<file path="config.mk">
export PLATFORM = sky130hd
export DESIGN_NAME = script_loader
export DESIGN_NICKNAME = d
export VERILOG_FILES = /design/src/logic/script_loader.v
export VERILOG_INCLUDE_DIRS = /design/src /design/src/logic
export SDC_FILE = /design/constraint.sdc
export NUM_CORES = 2
export LEC_CHECK = 0
export BUFFER_PORTS_ARGS = -buffer_cell sky130_fd_sc_hd__buf_4
export CELL_PAD_IN_SITES_DETAIL_PLACEMENT = 2
export CELL_PAD_IN_SITES_GLOBAL_PLACEMENT = 2
export CORE_MARGIN = 5
export CORE_UTILIZATION = 25
export DETAILED_ROUTE_END_ITERATION = 10
export PLACE_DENSITY = 0.5
export SLEW_MARGIN = 20
export SYNTH_ARGS = -nofsm -noshare
export SYNTH_HDL_FRONTEND = slang
export SYNTH_SLANG_ARGS = --single-unit
</file>
<file path="constraint.sdc">
create_clock -name CORE_CLK_I -period 13.07 [get_ports CORE_CLK_I]
set_input_delay 0.6535 -clock CORE_CLK_I [delete_from_list [all_inputs] [get_ports CORE_CLK_I]]
set_output_delay 0.6535 -clock CORE_CLK_I [all_outputs]
set_load 0.05 [all_outputs]
</file>
<file path="src/logic/script_loader_regs.vh">
`ifndef SCRIPT_LOADER_REGS_VH
`define SCRIPT_LOADER_REGS_VH
// Frame characters
`define CHR_START 8'h10
`define CHR_LF 8'h0a
`define CHR_CR 8'h0d
`define CHR_SP 8'h20
// Line rate
`define CLK_HZ 100000000
`define BAUD_DEFAULT 9600
// Store size
`define STORE_DEPTH 256
`define STORE_AW 8
// Status line length and reply lengths
`define STAT_LEN 8'd24
`define OK_LEN 8'd13
`define ERR_LEN 8'd16
`endif

</file>
<file path="src/logic/script_loader.v">
`timescale 1ns/100ps
`include "script_loader_regs.vh"
// What this block does
// - A low configuration-select pin at reset release puts the block in configuration mode.
// - In configuration mode the application run output stays low and only serial loading is serviced.
// - On entering configuration mode a text status line with version, script size and serial number is sent.
// - A received script with a matching checksum is committed to the store in place of the old one.
// - Byte 0x10 starts a download.
// - Each script byte arrives as two hex characters and is rebuilt into one binary byte.
// - Each pair is upper nibble first, upper-case letters for A to F.
// - Byte 0x0a ends the script data.
// - Four hex characters of checksum follow the line feed, most significant first.
// - The 16-bit sum of the script bytes is compared with the received checksum.
// - After a matching checksum a reply Download ok is sent and then a warm restart pulse is given; a mismatch gets Download error and no restart.
// - After reset the script store is empty.
// - The serial line runs at 9600 baud, 8 data bits, no parity, one stop bit.
module script_loader #(
  parameter CLK_HZ = `CLK_HZ,
  parameter BAUD = `BAUD_DEFAULT,
  parameter DEPTH = `STORE_DEPTH,
  parameter AW = `STORE_AW,
  parameter [7:0] FW_VER = 8'h12, // Arbitrary value
  parameter [31:0] SERIAL_NO = 32'h00000001 // Arbitrary value
) (
  input wire CORE_CLK_I,
  input wire SYS_RST_I,
  input wire CLK_EN_I,
  input wire CONFIG_SELECT_PIN_I,
  input wire RXD_I,
  input wire [AW-1:0] STORE_ADDR_I,
  output reg TXD_O,
  output reg TX_ENABLE_O,
  output reg CONFIG_MODE_O,
  output reg APP_RUN_O,
  output reg WARM_RESTART_O,
  output reg [AW:0] SCRIPT_LEN_O,
  output reg [7:0] STORE_DATA_O
);
localparam integer BIT_CYC = CLK_HZ / BAUD;
localparam integer HALF_CYC = BIT_CYC / 2;
localparam [1:0] M_BOOT = 2'h0, M_IDLE = 2'h1, M_DATA = 2'h2, M_SUM = 2'h3;
localparam [1:0] T_NONE = 2'h0, T_STAT = 2'h1, T_OK = 2'h2, T_ERR = 2'h3;
localparam [63:0] REPLY_HEAD = {8'h44, 8'h6f, 8'h77, 8'h6e, 8'h6c, 8'h6f, 8'h61, 8'h64};
localparam [8*`OK_LEN-1:0] OK_TEXT = {REPLY_HEAD, `CHR_SP, 8'h6f, 8'h6b, `CHR_CR, `CHR_LF};
localparam [8*`ERR_LEN-1:0] ERR_TEXT = {REPLY_HEAD, `CHR_SP, 8'h65, 8'h72, 8'h72, 8'h6f, 8'h72, `CHR_CR, `CHR_LF};

// ----------------------------------------------------------------
// Helpers
// ----------------------------------------------------------------
function is_hex;
  input [7:0] c;
  begin
    is_hex = (c >= 8'h30 && c <= 8'h39) || (c >= 8'h41 && c <= 8'h46);
  end
endfunction

function [3:0] hex_val;
  input [7:0] c;
  begin
    if (c <= 8'h39) begin
      hex_val = c[3:0];
    end else begin
      hex_val = c[3:0] + 4'h9;
    end
  end
endfunction

function [7:0] to_hex;
  input [3:0] n;
  begin
    if (n < 4'ha) begin
      to_hex = {4'h3, n};
    end else begin
      to_hex = {4'h0, n} + 8'h37;
    end
  end
endfunction

function [7:0] msg_char;
  input [1:0] kind;
  input [7:0] i;
  input [8*`STAT_LEN-1:0] stat;
  begin
    msg_char = `CHR_SP;
    if (kind == T_STAT && i < `STAT_LEN) begin
      msg_char = stat[8*(`STAT_LEN-8'd1-i) +: 8];
    end else if (kind == T_OK && i < `OK_LEN) begin
      msg_char = OK_TEXT[8*(`OK_LEN-8'd1-i) +: 8];
    end else if (kind == T_ERR && i < `ERR_LEN) begin
      msg_char = ERR_TEXT[8*(`ERR_LEN-8'd1-i) +: 8];
    end
  end
endfunction

// ----------------------------------------------------------------
// Storage
// ----------------------------------------------------------------
reg [7:0] store [0:DEPTH-1];
reg [7:0] stage [0:DEPTH-1];
reg [AW:0] stage_len;
reg [AW:0] copy_idx;
reg copying;

// ----------------------------------------------------------------
// Receiver
// ----------------------------------------------------------------
reg rx_busy;
reg [15:0] rx_cnt;
reg [3:0] rx_bit;
reg [7:0] rx_sh;
reg rx_stb;
reg [7:0] rx_byte;

always @(posedge CORE_CLK_I) begin
  if (SYS_RST_I) begin
    rx_busy <= 1'b0;
    rx_cnt <= 16'h0000;
    rx_bit <= 4'h0;
    rx_sh <= 8'h00;
    rx_stb <= 1'b0;
    rx_byte <= 8'h00;
  end else if (CLK_EN_I) begin
    rx_stb <= 1'b0;
    if (!rx_busy) begin
      if (!RXD_I) begin
        rx_busy <= 1'b1;
        rx_cnt <= HALF_CYC[15:0];
        rx_bit <= 4'h0;
      end
    end else if (rx_cnt != 16'h0000) begin
      rx_cnt <= rx_cnt - 16'h0001;
    end else begin
      rx_cnt <= BIT_CYC[15:0] - 16'h0001;
      rx_bit <= rx_bit + 4'h1;
      if (rx_bit == 4'h0 && RXD_I) begin
        rx_busy <= 1'b0;
      end else if (rx_bit >= 4'h1 && rx_bit <= 4'h8) begin
        rx_sh <= {RXD_I, rx_sh[7:1]};
      end else if (rx_bit == 4'h9) begin
        rx_busy <= 1'b0;
        rx_stb <= RXD_I;
        rx_byte <= rx_sh;
      end
    end
  end
end

// ----------------------------------------------------------------
// Transmitter and message sequencer
// ----------------------------------------------------------------
reg [1:0] tx_kind;
reg [7:0] tx_idx;
reg [15:0] tx_cnt;
reg [3:0] tx_bit;
reg [9:0] tx_sh;
reg tx_busy;
reg restart_due;
wire [7:0] tx_len = (tx_kind == T_STAT) ? `STAT_LEN : ((tx_kind == T_OK) ? `OK_LEN : `ERR_LEN);
wire [15:0] stat_size = {{(15-AW){1'b0}}, SCRIPT_LEN_O};
wire [8*`STAT_LEN-1:0] stat_text = {8'h56, to_hex(FW_VER[7:4]), to_hex(FW_VER[3:0]), `CHR_SP, 8'h53, 8'h3d,
  to_hex(stat_size[15:12]), to_hex(stat_size[11:8]), to_hex(stat_size[7:4]), to_hex(stat_size[3:0]), `CHR_SP,
  8'h4e, 8'h3d, to_hex(SERIAL_NO[31:28]), to_hex(SERIAL_NO[27:24]), to_hex(SERIAL_NO[23:20]),
  to_hex(SERIAL_NO[19:16]), to_hex(SERIAL_NO[15:12]), to_hex(SERIAL_NO[11:8]), to_hex(SERIAL_NO[7:4]),
  to_hex(SERIAL_NO[3:0]), `CHR_SP, `CHR_CR, `CHR_LF};

// ----------------------------------------------------------------
// Load control
// ----------------------------------------------------------------
reg [1:0] mode;
reg [3:0] hi_nib;
reg half;
reg [15:0] sum;
reg [15:0] rx_sum;
reg [1:0] sum_n;
wire hex_ok = is_hex(rx_byte);
wire [3:0] nib = hex_val(rx_byte);
wire [15:0] next_rx_sum = {rx_sum[11:0], nib};
reg start_tx;
reg [1:0] start_kind;

always @(posedge CORE_CLK_I) begin
  if (SYS_RST_I) begin
    mode <= M_BOOT;
    CONFIG_MODE_O <= 1'b0;
    APP_RUN_O <= 1'b0;
    half <= 1'b0;
    hi_nib <= 4'h0;
    sum <= 16'h0000;
    rx_sum <= 16'h0000;
    sum_n <= 2'h0;
    stage_len <= {(AW+1){1'b0}};
    SCRIPT_LEN_O <= {(AW+1){1'b0}};
    copying <= 1'b0;
    copy_idx <= {(AW+1){1'b0}};
    start_tx <= 1'b0;
    start_kind <= T_NONE;
    restart_due <= 1'b0;
  end else if (CLK_EN_I) begin
    start_tx <= 1'b0;
    if (copying) begin
      if (copy_idx == stage_len) begin
        copying <= 1'b0;
        SCRIPT_LEN_O <= stage_len;
      end else begin
        store[copy_idx[AW-1:0]] <= stage[copy_idx[AW-1:0]];
        copy_idx <= copy_idx + 1'b1;
      end
    end
    if (WARM_RESTART_O) begin
      restart_due <= 1'b0;
    end
    case (mode)
      M_BOOT: begin
        if (!APP_RUN_O) begin
          CONFIG_MODE_O <= ~CONFIG_SELECT_PIN_I;
          APP_RUN_O <= CONFIG_SELECT_PIN_I;
          if (!CONFIG_SELECT_PIN_I) begin
            mode <= M_IDLE;
            start_tx <= 1'b1;
            start_kind <= T_STAT;
          end
        end
      end
      M_IDLE: begin
        if (CONFIG_MODE_O && rx_stb && rx_byte == `CHR_START) begin
          mode <= M_DATA;
          half <= 1'b0;
          sum <= 16'h0000;
          stage_len <= {(AW+1){1'b0}};
        end
      end
      M_DATA: begin
        if (rx_stb) begin
          if (rx_byte == `CHR_LF && !half) begin
            mode <= M_SUM;
            sum_n <= 2'h0;
          end else if (!hex_ok) begin
            mode <= M_IDLE;
          end else if (!half) begin
            hi_nib <= nib;
            half <= 1'b1;
          end else begin
            half <= 1'b0;
            if (stage_len < DEPTH[AW:0]) begin
              stage[stage_len[AW-1:0]] <= {hi_nib, nib};
              stage_len <= stage_len + 1'b1;
            end
            sum <= sum + {8'h00, hi_nib, nib};
          end
        end
      end
      M_SUM: begin
        if (rx_stb) begin
          if (!hex_ok) begin
            mode <= M_IDLE;
          end else begin
            rx_sum <= next_rx_sum;
            sum_n <= sum_n + 2'h1;
            if (sum_n == 2'h3) begin
              mode <= M_IDLE;
              start_tx <= 1'b1;
              if (next_rx_sum == sum) begin
                start_kind <= T_OK;
                copying <= 1'b1;
                copy_idx <= {(AW+1){1'b0}};
                restart_due <= 1'b1;
              end else begin
                start_kind <= T_ERR;
              end
            end
          end
        end
      end
      default: mode <= M_BOOT;
    endcase
    if (WARM_RESTART_O) begin
      mode <= M_BOOT;
    end
  end
end

always @(posedge CORE_CLK_I) begin
  if (SYS_RST_I) begin
    TXD_O <= 1'b1;
    TX_ENABLE_O <= 1'b0;
    tx_kind <= T_NONE;
    tx_idx <= 8'h00;
    tx_cnt <= 16'h0000;
    tx_bit <= 4'h0;
    tx_sh <= 10'h3ff;
    tx_busy <= 1'b0;
    WARM_RESTART_O <= 1'b0;
    STORE_DATA_O <= 8'h00;
  end else if (CLK_EN_I) begin
    WARM_RESTART_O <= 1'b0;
    STORE_DATA_O <= store[STORE_ADDR_I];
    if (start_tx) begin
      tx_kind <= start_kind;
      tx_idx <= 8'h00;
    end else if (tx_busy) begin
      if (tx_cnt != 16'h0000) begin
        tx_cnt <= tx_cnt - 16'h0001;
      end else if (tx_bit == 4'h9) begin
        tx_busy <= 1'b0;
        TX_ENABLE_O <= 1'b0;
        tx_idx <= tx_idx + 8'h01;
      end else begin
        tx_cnt <= BIT_CYC[15:0] - 16'h0001;
        tx_bit <= tx_bit + 4'h1;
        TXD_O <= tx_sh[1];
        tx_sh <= {1'b1, tx_sh[9:1]};
      end
    end else if (tx_kind != T_NONE) begin
      if (tx_idx == tx_len) begin
        tx_kind <= T_NONE;
        WARM_RESTART_O <= restart_due && !copying;
      end else begin
        tx_sh <= {1'b1, msg_char(tx_kind, tx_idx, stat_text), 1'b0};
        TXD_O <= 1'b0;
        TX_ENABLE_O <= 1'b1;
        tx_busy <= 1'b1;
        tx_bit <= 4'h0;
        tx_cnt <= BIT_CYC[15:0] - 16'h0001;
      end
    end
  end
end

endmodule

</file>
### Word-level counts from Yosys, hierarchy flattened

Memories as Yosys holds them, arrays and structs flattened. A register that Yosys moved wholly into a read port is not among the register bits.
Index checks and enable logic that the tools add are counted.

* bits in registers: 153
* memory bits (writable): 4096
* bits of input ports: 13
* output and inout bits: 22
* word-level logic and storage cells: 311
* memories kept: 2

* $add $sub $neg: 16
* $lt $le $gt $ge: 13
* eq/ne operators: 42
* shift-type cells: 3
* muxes and demuxes: 149
* bitwise logic cells: 8
* reductions and logical operators: 48

Memories
* stage: depth 256, bits a word 8, rd ports 1, clocked after Yosys merged registers in 1, write ports 1, line script_loader.v:99 `reg [7:0] stage [0:DEPTH-1];`
* store: depth 256, bits a word 8, rd ports 1, clocked after Yosys merged registers in 1, write ports 1, line script_loader.v:98 `reg [7:0] store [0:DEPTH-1];`

Operators with widths (number)
* 16-bit 2-to-1 mux: 13
* 192-bit by 33-bit indexed part select with 8-bit output: 1
* 128-bit by 33-bit indexed part select with 8-bit output (first input constant): 1
* 9-bit 2-to-1 mux: 13
* 104-bit by 33-bit indexed part select with 8-bit output (first input constant): 1
* 8-bit 2-to-1 mux: 9
* 1-bit 2-to-1 mux: 67
* 10-bit 2-to-1 mux: 5
* 2-bit 2-to-1 mux: 21
* 4-bit 2-to-1 mux: 9
* 6-bit AND reduction: 6
* 2-bit inequality test (second input constant): 17
* 16-bit one-hot mux with 2 select lines: 1
* 16-bit nonzero test: 2
* 16-bit by 1-bit subtractor with 16-bit output (second input constant): 2
* 7-bit 2-to-1 mux: 3
* 9-bit by 1-bit adder with 9-bit output (second input constant): 2
* 3-bit inequality test (second input constant): 6
* 9-bit one-hot mux with 2 select lines: 1
* 2-bit nonzero test: 9
* 4-bit by 8-bit subtractor with 9-bit output (first input constant): 2
* 16-bit by 8-bit adder with 16-bit output: 1
* 16-bit == test: 1
* 8-bit by 5-bit < comparator with 1-bit output (second input constant): 2
* 42 further kinds: 84

### Logic depth before layout (Yosys ltp)

* depth in word-level cells: 10
* mapped depth: 15
* gate-level depth less buffers: 15

### Least setup slack after synthesis

Ideal clock, no wire load.

* kind: register to register
* start: register rx_byte[0]
* end: register sum[7]
* setup time: 117 ps
* arrival time: 13956 ps
* required time: 12953 ps
* path slack: -1003 ps
* stages on the path, launching flop included: 14
* buffers on the path: 0
* clock period less this slack: 14073 ps
* cells stage by stage: dfxtp_1 inv_1 ha_1 o21bai_1 a41o_1 o21ai_0 ha_1 a21o_1 a21oi_1 nor2b_1 o31ai_1 a21boi_0 xor2_1 a22o_1

* cells in the longest elaborated chain, start to end: 8
* elaborated cells between the ends (all ways): 23
* those cells by class: add/sub: 2; order compare: 4; eq/ne: 5; mux: 6; reduce/logical: 6

Ends and longest elaborated chain
* from (decl): line script_loader.v:112 `reg [7:0] rx_byte;`
* from (signal assigned): line script_loader.v:142 `rx_byte <= rx_sh;`
* 8-bit by 6-bit <= comparator with 1-bit output or 4-bit adder (tied branches): line script_loader.v:60, script_loader.v:63
* 4-bit 2-to-1 mux (*): line script_loader.v:60 `if (c <= 8'h39) begin`
* named net nib[1]: line script_loader.v:176 `wire [3:0] nib = hex_val(rx_byte);`
* 16-bit by 8-bit adder with 16-bit output (*): line script_loader.v:248 `sum <= sum + {8'h00, hi_nib, nib};`
* 16-bit 2-to-1 mux (*): line script_loader.v:239 `end else if (!half) begin`
* 16-bit 2-to-1 mux (*): line script_loader.v:237 `end else if (!hex_ok) begin`
* 16-bit 2-to-1 mux (*): line script_loader.v:234 `` if (rx_byte == `CHR_LF && !half) begin ``
* 16-bit 2-to-1 mux (*): line script_loader.v:233 `if (rx_stb) begin`
* 16-bit one-hot mux with 2 select lines (*): line script_loader.v:212 `case (mode)`
* to (signal assigned): line script_loader.v:248
* to (decl): line script_loader.v:172 `reg [15:0] sum;`

The timed path passes the listed nets; every way through them passes the cells marked *. The select of a mux whose other input is x is not followed.
A chain may end at the register's enable or synchronous reset.

==> impl_metrics.py <==
metrics = {
    "timing": {
        "period_share_pct": 53.3,
        "tns_ns": 0,
        "min_period_ns": 6.97,
        "worst_pin_slew_ns": 1.28,
        "hold_violations": 0,
        "fin_ws_ns": 6.10,
        "rsz0062_at_grt": "no",
        "fmax_ghz": 0.144,
        "slew_headroom_pct": 14.4,
        "setup_violations": 0,
        "hold-worst-slack_ns": 0.279,
        "slew_viol_final": 0,
        "fin_skew_ns": 0.109,
    },
    "final_layout": {
        "syn_to_final_growth_pct": 15.9,
        "nFillCells": 66565,
        "final_cells": 17745,
        "num-nets-final": 8531,
        "layout-drive-gt1-share_pct": 22.2,
    },
    "cts": {
        "clkLatencyLatePin_ns": 1.05,
        "cts_resized": 0,
        "cts_tree": "done",
        "cts_root_buf": "clkbuf_16",
        "numCtsBuffers": 465,
        "clkTransAtPathRegs_ns": 0.06,
        "htree_levels": 5,
        "cts.path.max_buffers": 4,
        "cts_sinks": 4263,
    },
    "setup_path": {
        "slowest_delay_ns": 0.86,
        "critPathBufInv": 5,
        "critPathCaptureType": "flop",
        "cp_common_cell": "buf_4",
        "crit_arrival_ns": 7.59,
        "critPathKind": "flop to flop",
        "crit_slowest_cell": "dfxtp_4",
        "cp_max_fo": 153,
        "critical_path.top_delay_family": "buffers and inverters",
        "crit_chain": "buf_12 -> buf_4 -> mux4_2 -> a22o_1 -> a221oi_1 -> o221ai_1 -> a22oi_1 -> o221ai_4 -> buf_4 -> buf_12 -> buf_4",
        "r2r_slack_ns": 6.10,
        "crit_required_ns": 13.69,
        "cp-start-kind": "flop",
    },
    "synth": {
        "netlist_instances": 8251,
        "yosysWarnings": 0,
        "ys_seq_area_share_pct": 76.1,
        "synth_nets": 8318,
        "synth_edf_count": 4096,
        "ys_types": 83,
        "ys_ff_latch": 4263,
        "syn_area_sq_um": 166000,
        "async_flop_share_pct": 0,
        "synth_ff_type": "edfxtp_1",
        "syn_area_per_cell_sq_um": 20.1,
    },
    "die": {
        "core_sq_um": 663000,
        "dieArea_sq_um": 680000,
        "io_pins": 35,
        "die_w_microns": 825,
        "start_util_pct": 25.1,
        "rows": 299,
        "die_h_microns": 825,
    },
    "drt": {
        "drt-initial-drc-count": 6351,
        "vias": 82864,
        "viasPerCell": 4.67,
        "drc": 0,
        "finalWirelength_microns": 495000,
        "antenna_left": 0,
        "wire_per_inst_microns": 27.9,
        "first_pass_iters": 5,
    },
    "hold_path": {
        "hold_path.class": "input port to flop",
    },
    "run_status": {
        "status": "complete, no violations",
    },
    "global_routing": {
        "grt-ovfl-total": 0,
        "grt_max_degree": 204,
        "grt_usage_pct": 14.2,
        "grt_pass1_vias": 91276,
        "grt_pass1_wl_microns": 706000,
        "antenna_found_initial": 24,
    },
    "pwr": {
        "irDropWorstVdd_mv": 0.112,
        "p_seq_share_pct": 52.7,
        "p_leak_nw": 67.5,
        "p_clk_share_pct": 45.9,
        "intPower_mw": 22.1,
        "finalPower_mw": 28.0,
        "switching_share_pct": 20.9,
        "power_density_nw_per_um2": 146,
        "p_sw_mw": 5.86,
        "combinationalPowerShare_pct": 1.4,
    },
    "placement": {
        "place_congestion": 0.738,
        "placed_cells": 16870,
        "preCtsSetupSlack_ns": 5.93,
        "dp_hpwl_microns": 299000,
        "port_buffers": 34,
    },
    "run": {
        "drv_cap": 0,
    },
}
## routing by layer
metal	vias up	part of all wire, %	track usage, %
met3	594	4.2	1.90
met1	45894	45	19.7
met4	0	2.0	2.86
met5	-	0	0
met2	1620	49	23.8
li1	34756	-	-
## path summary, 6_finish.rpt
| kind | from | endpoint | cells past startpoint |
|---|---|---|---|
| min reg2reg | sum[2]$_SDFFE_PP0P_ | sum[2]$_SDFFE_PP0P_ | 2 |
| min | SYS_RST_I | store[111][5]$_DFFE_PP_ | 2 |
| max | flop | store[96][6]$_DFFE_PP_ | 11 |
| max reg2reg | flop | store[96][6]$_DFFE_PP_ | 11 |
## cell usage after synthesis, types with 5 or more instances
library cell  count  share of area, %
a211oi_1         34              0.15
and4b_1           5             0.030
o21a_1            6             0.027
a21o_1            8             0.036
a22oi_1         230               1.0
a211o_1           7             0.037
a2111oi_0        12             0.063
and2_1           13             0.049
dfxtp_1         167               2.0
inv_1            53              0.12
xnor2_1          49              0.26
or2_2             7             0.026
nand4_1          25             0.094
buf_1            42             0.095
nor2b_1          26             0.098
mux2i_1         159              0.96
a31oi_1          36              0.14
nand3b_1          6             0.027
o31ai_1           8             0.036
nor4_1           26             0.098
xor2_1           25              0.13
nand2b_1         14             0.053
o221ai_1         75              0.40
nor2_1          685               1.5
nand3_1          81              0.24
nor3_1           73              0.22
ha_1             53              0.40
o2111ai_1        13             0.069
a22o_1           90              0.47
clkbuf_1        280              0.63
buf_4            20             0.090
o21ai_0          69              0.21
and3_1           20             0.075
edfxtp_1       4096                74
a221oi_1         65              0.34
buf_2           155              0.47
mux4_2          994                13
o211ai_1         10             0.045
a21oi_1         213              0.64
or3_1             9             0.034
o22ai_1          39              0.15
nand2_1         183              0.41
## worst register-to-register path, stage by stage (launching register included)
cell and delay [ns]:
dfxtp_4 0.86, buf_12 0.66, buf_4 0.89, mux4_2 0.66
a22o_1 0.25, a221oi_1 0.51, o221ai_1 0.39, a22oi_1 0.79
o221ai_4 0.20, buf_4 0.31, buf_12 0.39, buf_4 0.62
## power groups by stage
stage | Sequential (mW) | Clock (mW) | Combinational (mW)
after global placement | 15.0 | 0 | 0.400
after CTS | 14.8 | 13.2 | 0.406
final | 14.8 | 12.9 | 0.392
after floorplan | 15.0 | 0 | 0.241
after detailed placement | 15.0 | 0 | 0.404
after global routing | 14.7 | 13.8 | 0.419
## layout by cell type, fill, tap and decap left out, drive strengths merged, types with 37 or more instances in the layout
| cell type | Yosys | routed |
|---|---|---|
| inv | 54 | 61 |
| o21ai | 70 | 70 |
| a22o | 90 | 90 |
| mux4 | 994 | 994 |
| buf | 217 | 242 |
| nor2 | 686 | 686 |
| a221oi | 65 | 65 |
| clkinv | 1 | 236 |
| a22oi | 230 | 230 |
| mux2i | 159 | 159 |
| clkbuf | 281 | 571 |
| edfxtp | 4096 | 4096 |
| xnor2 | 49 | 49 |
| a31oi | 37 | 37 |
| nor3 | 73 | 73 |
| o22ai | 39 | 39 |
| dfxtp | 167 | 167 |
| a21oi | 213 | 213 |
| o221ai | 75 | 75 |
| nand3 | 81 | 81 |
| nand2 | 183 | 183 |
| ha | 53 | 53 |
## logic make-up (layout without fill, tap and decap cells)
| logic type | count (synthesis) | in the layout | share of synthesized area [%] |
|---|---|---|---|
| fa+ha+maj | 54 | 54 | 0.412 |
| other cells | 0 | 4 | 0 |
| simple gates | 1199 | 1199 | 3.15 |
| buf+inv | 553 | 1164 | 1.41 |
| compound gates | 954 | 954 | 4.08 |
| flops | 4263 | 4263 | 76.1 |
| mux | 1154 | 1154 | 14.5 |
| xor+xnor | 74 | 74 | 0.390 |
## final cells by class
class | instances | area, sq um | share of cell area (%)
antenna | 4 | 10.0 | 0.00520
clock buffer | 571 | 12100 | 6.31
clock inverter | 294 | 2600 | 1.35
inverter | 55 | 206 | 0.107
multi-input combinational | 3435 | 37700 | 19.6
sequential | 4263 | 126000 | 65.7
tap | 8879 | 11100 | 5.77
timing repair buffer | 244 | 2270 | 1.18
## metrics by stage
step | instance area (sq um) | utilization (%)
6_report | 192000 | 29.0
4_1_cts | 192000 | 29.0
3_3_place_gp | 177000 | 26.8
2_1_floorplan | 166000 | -
3_5_place_dp | 177000 | 26.8
5_1_grt | 192000 | 29.0
## state kept, by name, summed over array words and instances (netlist names), 8 cells and up, named ones only
| name | count |
|---|---|
| stage | 2048 |
| store | 2048 |
| rx_cnt | 16 |
| sum | 16 |
| tx_cnt | 16 |
| rx_sum | 12 |
| SCRIPT_LEN_O | 9 |
| copy_idx | 9 |
| stage_len | 9 |
| STORE_DATA_O | 8 |
| rx_byte | 8 |
| rx_sh | 8 |
| tx_idx | 8 |
| tx_sh | 8 |
## timing repair
item	CTS	global route
hold buffers	2	0
setup buffers	0	0
hold endpoints to repair	5	0
Power figures use the tool's default switching activity.
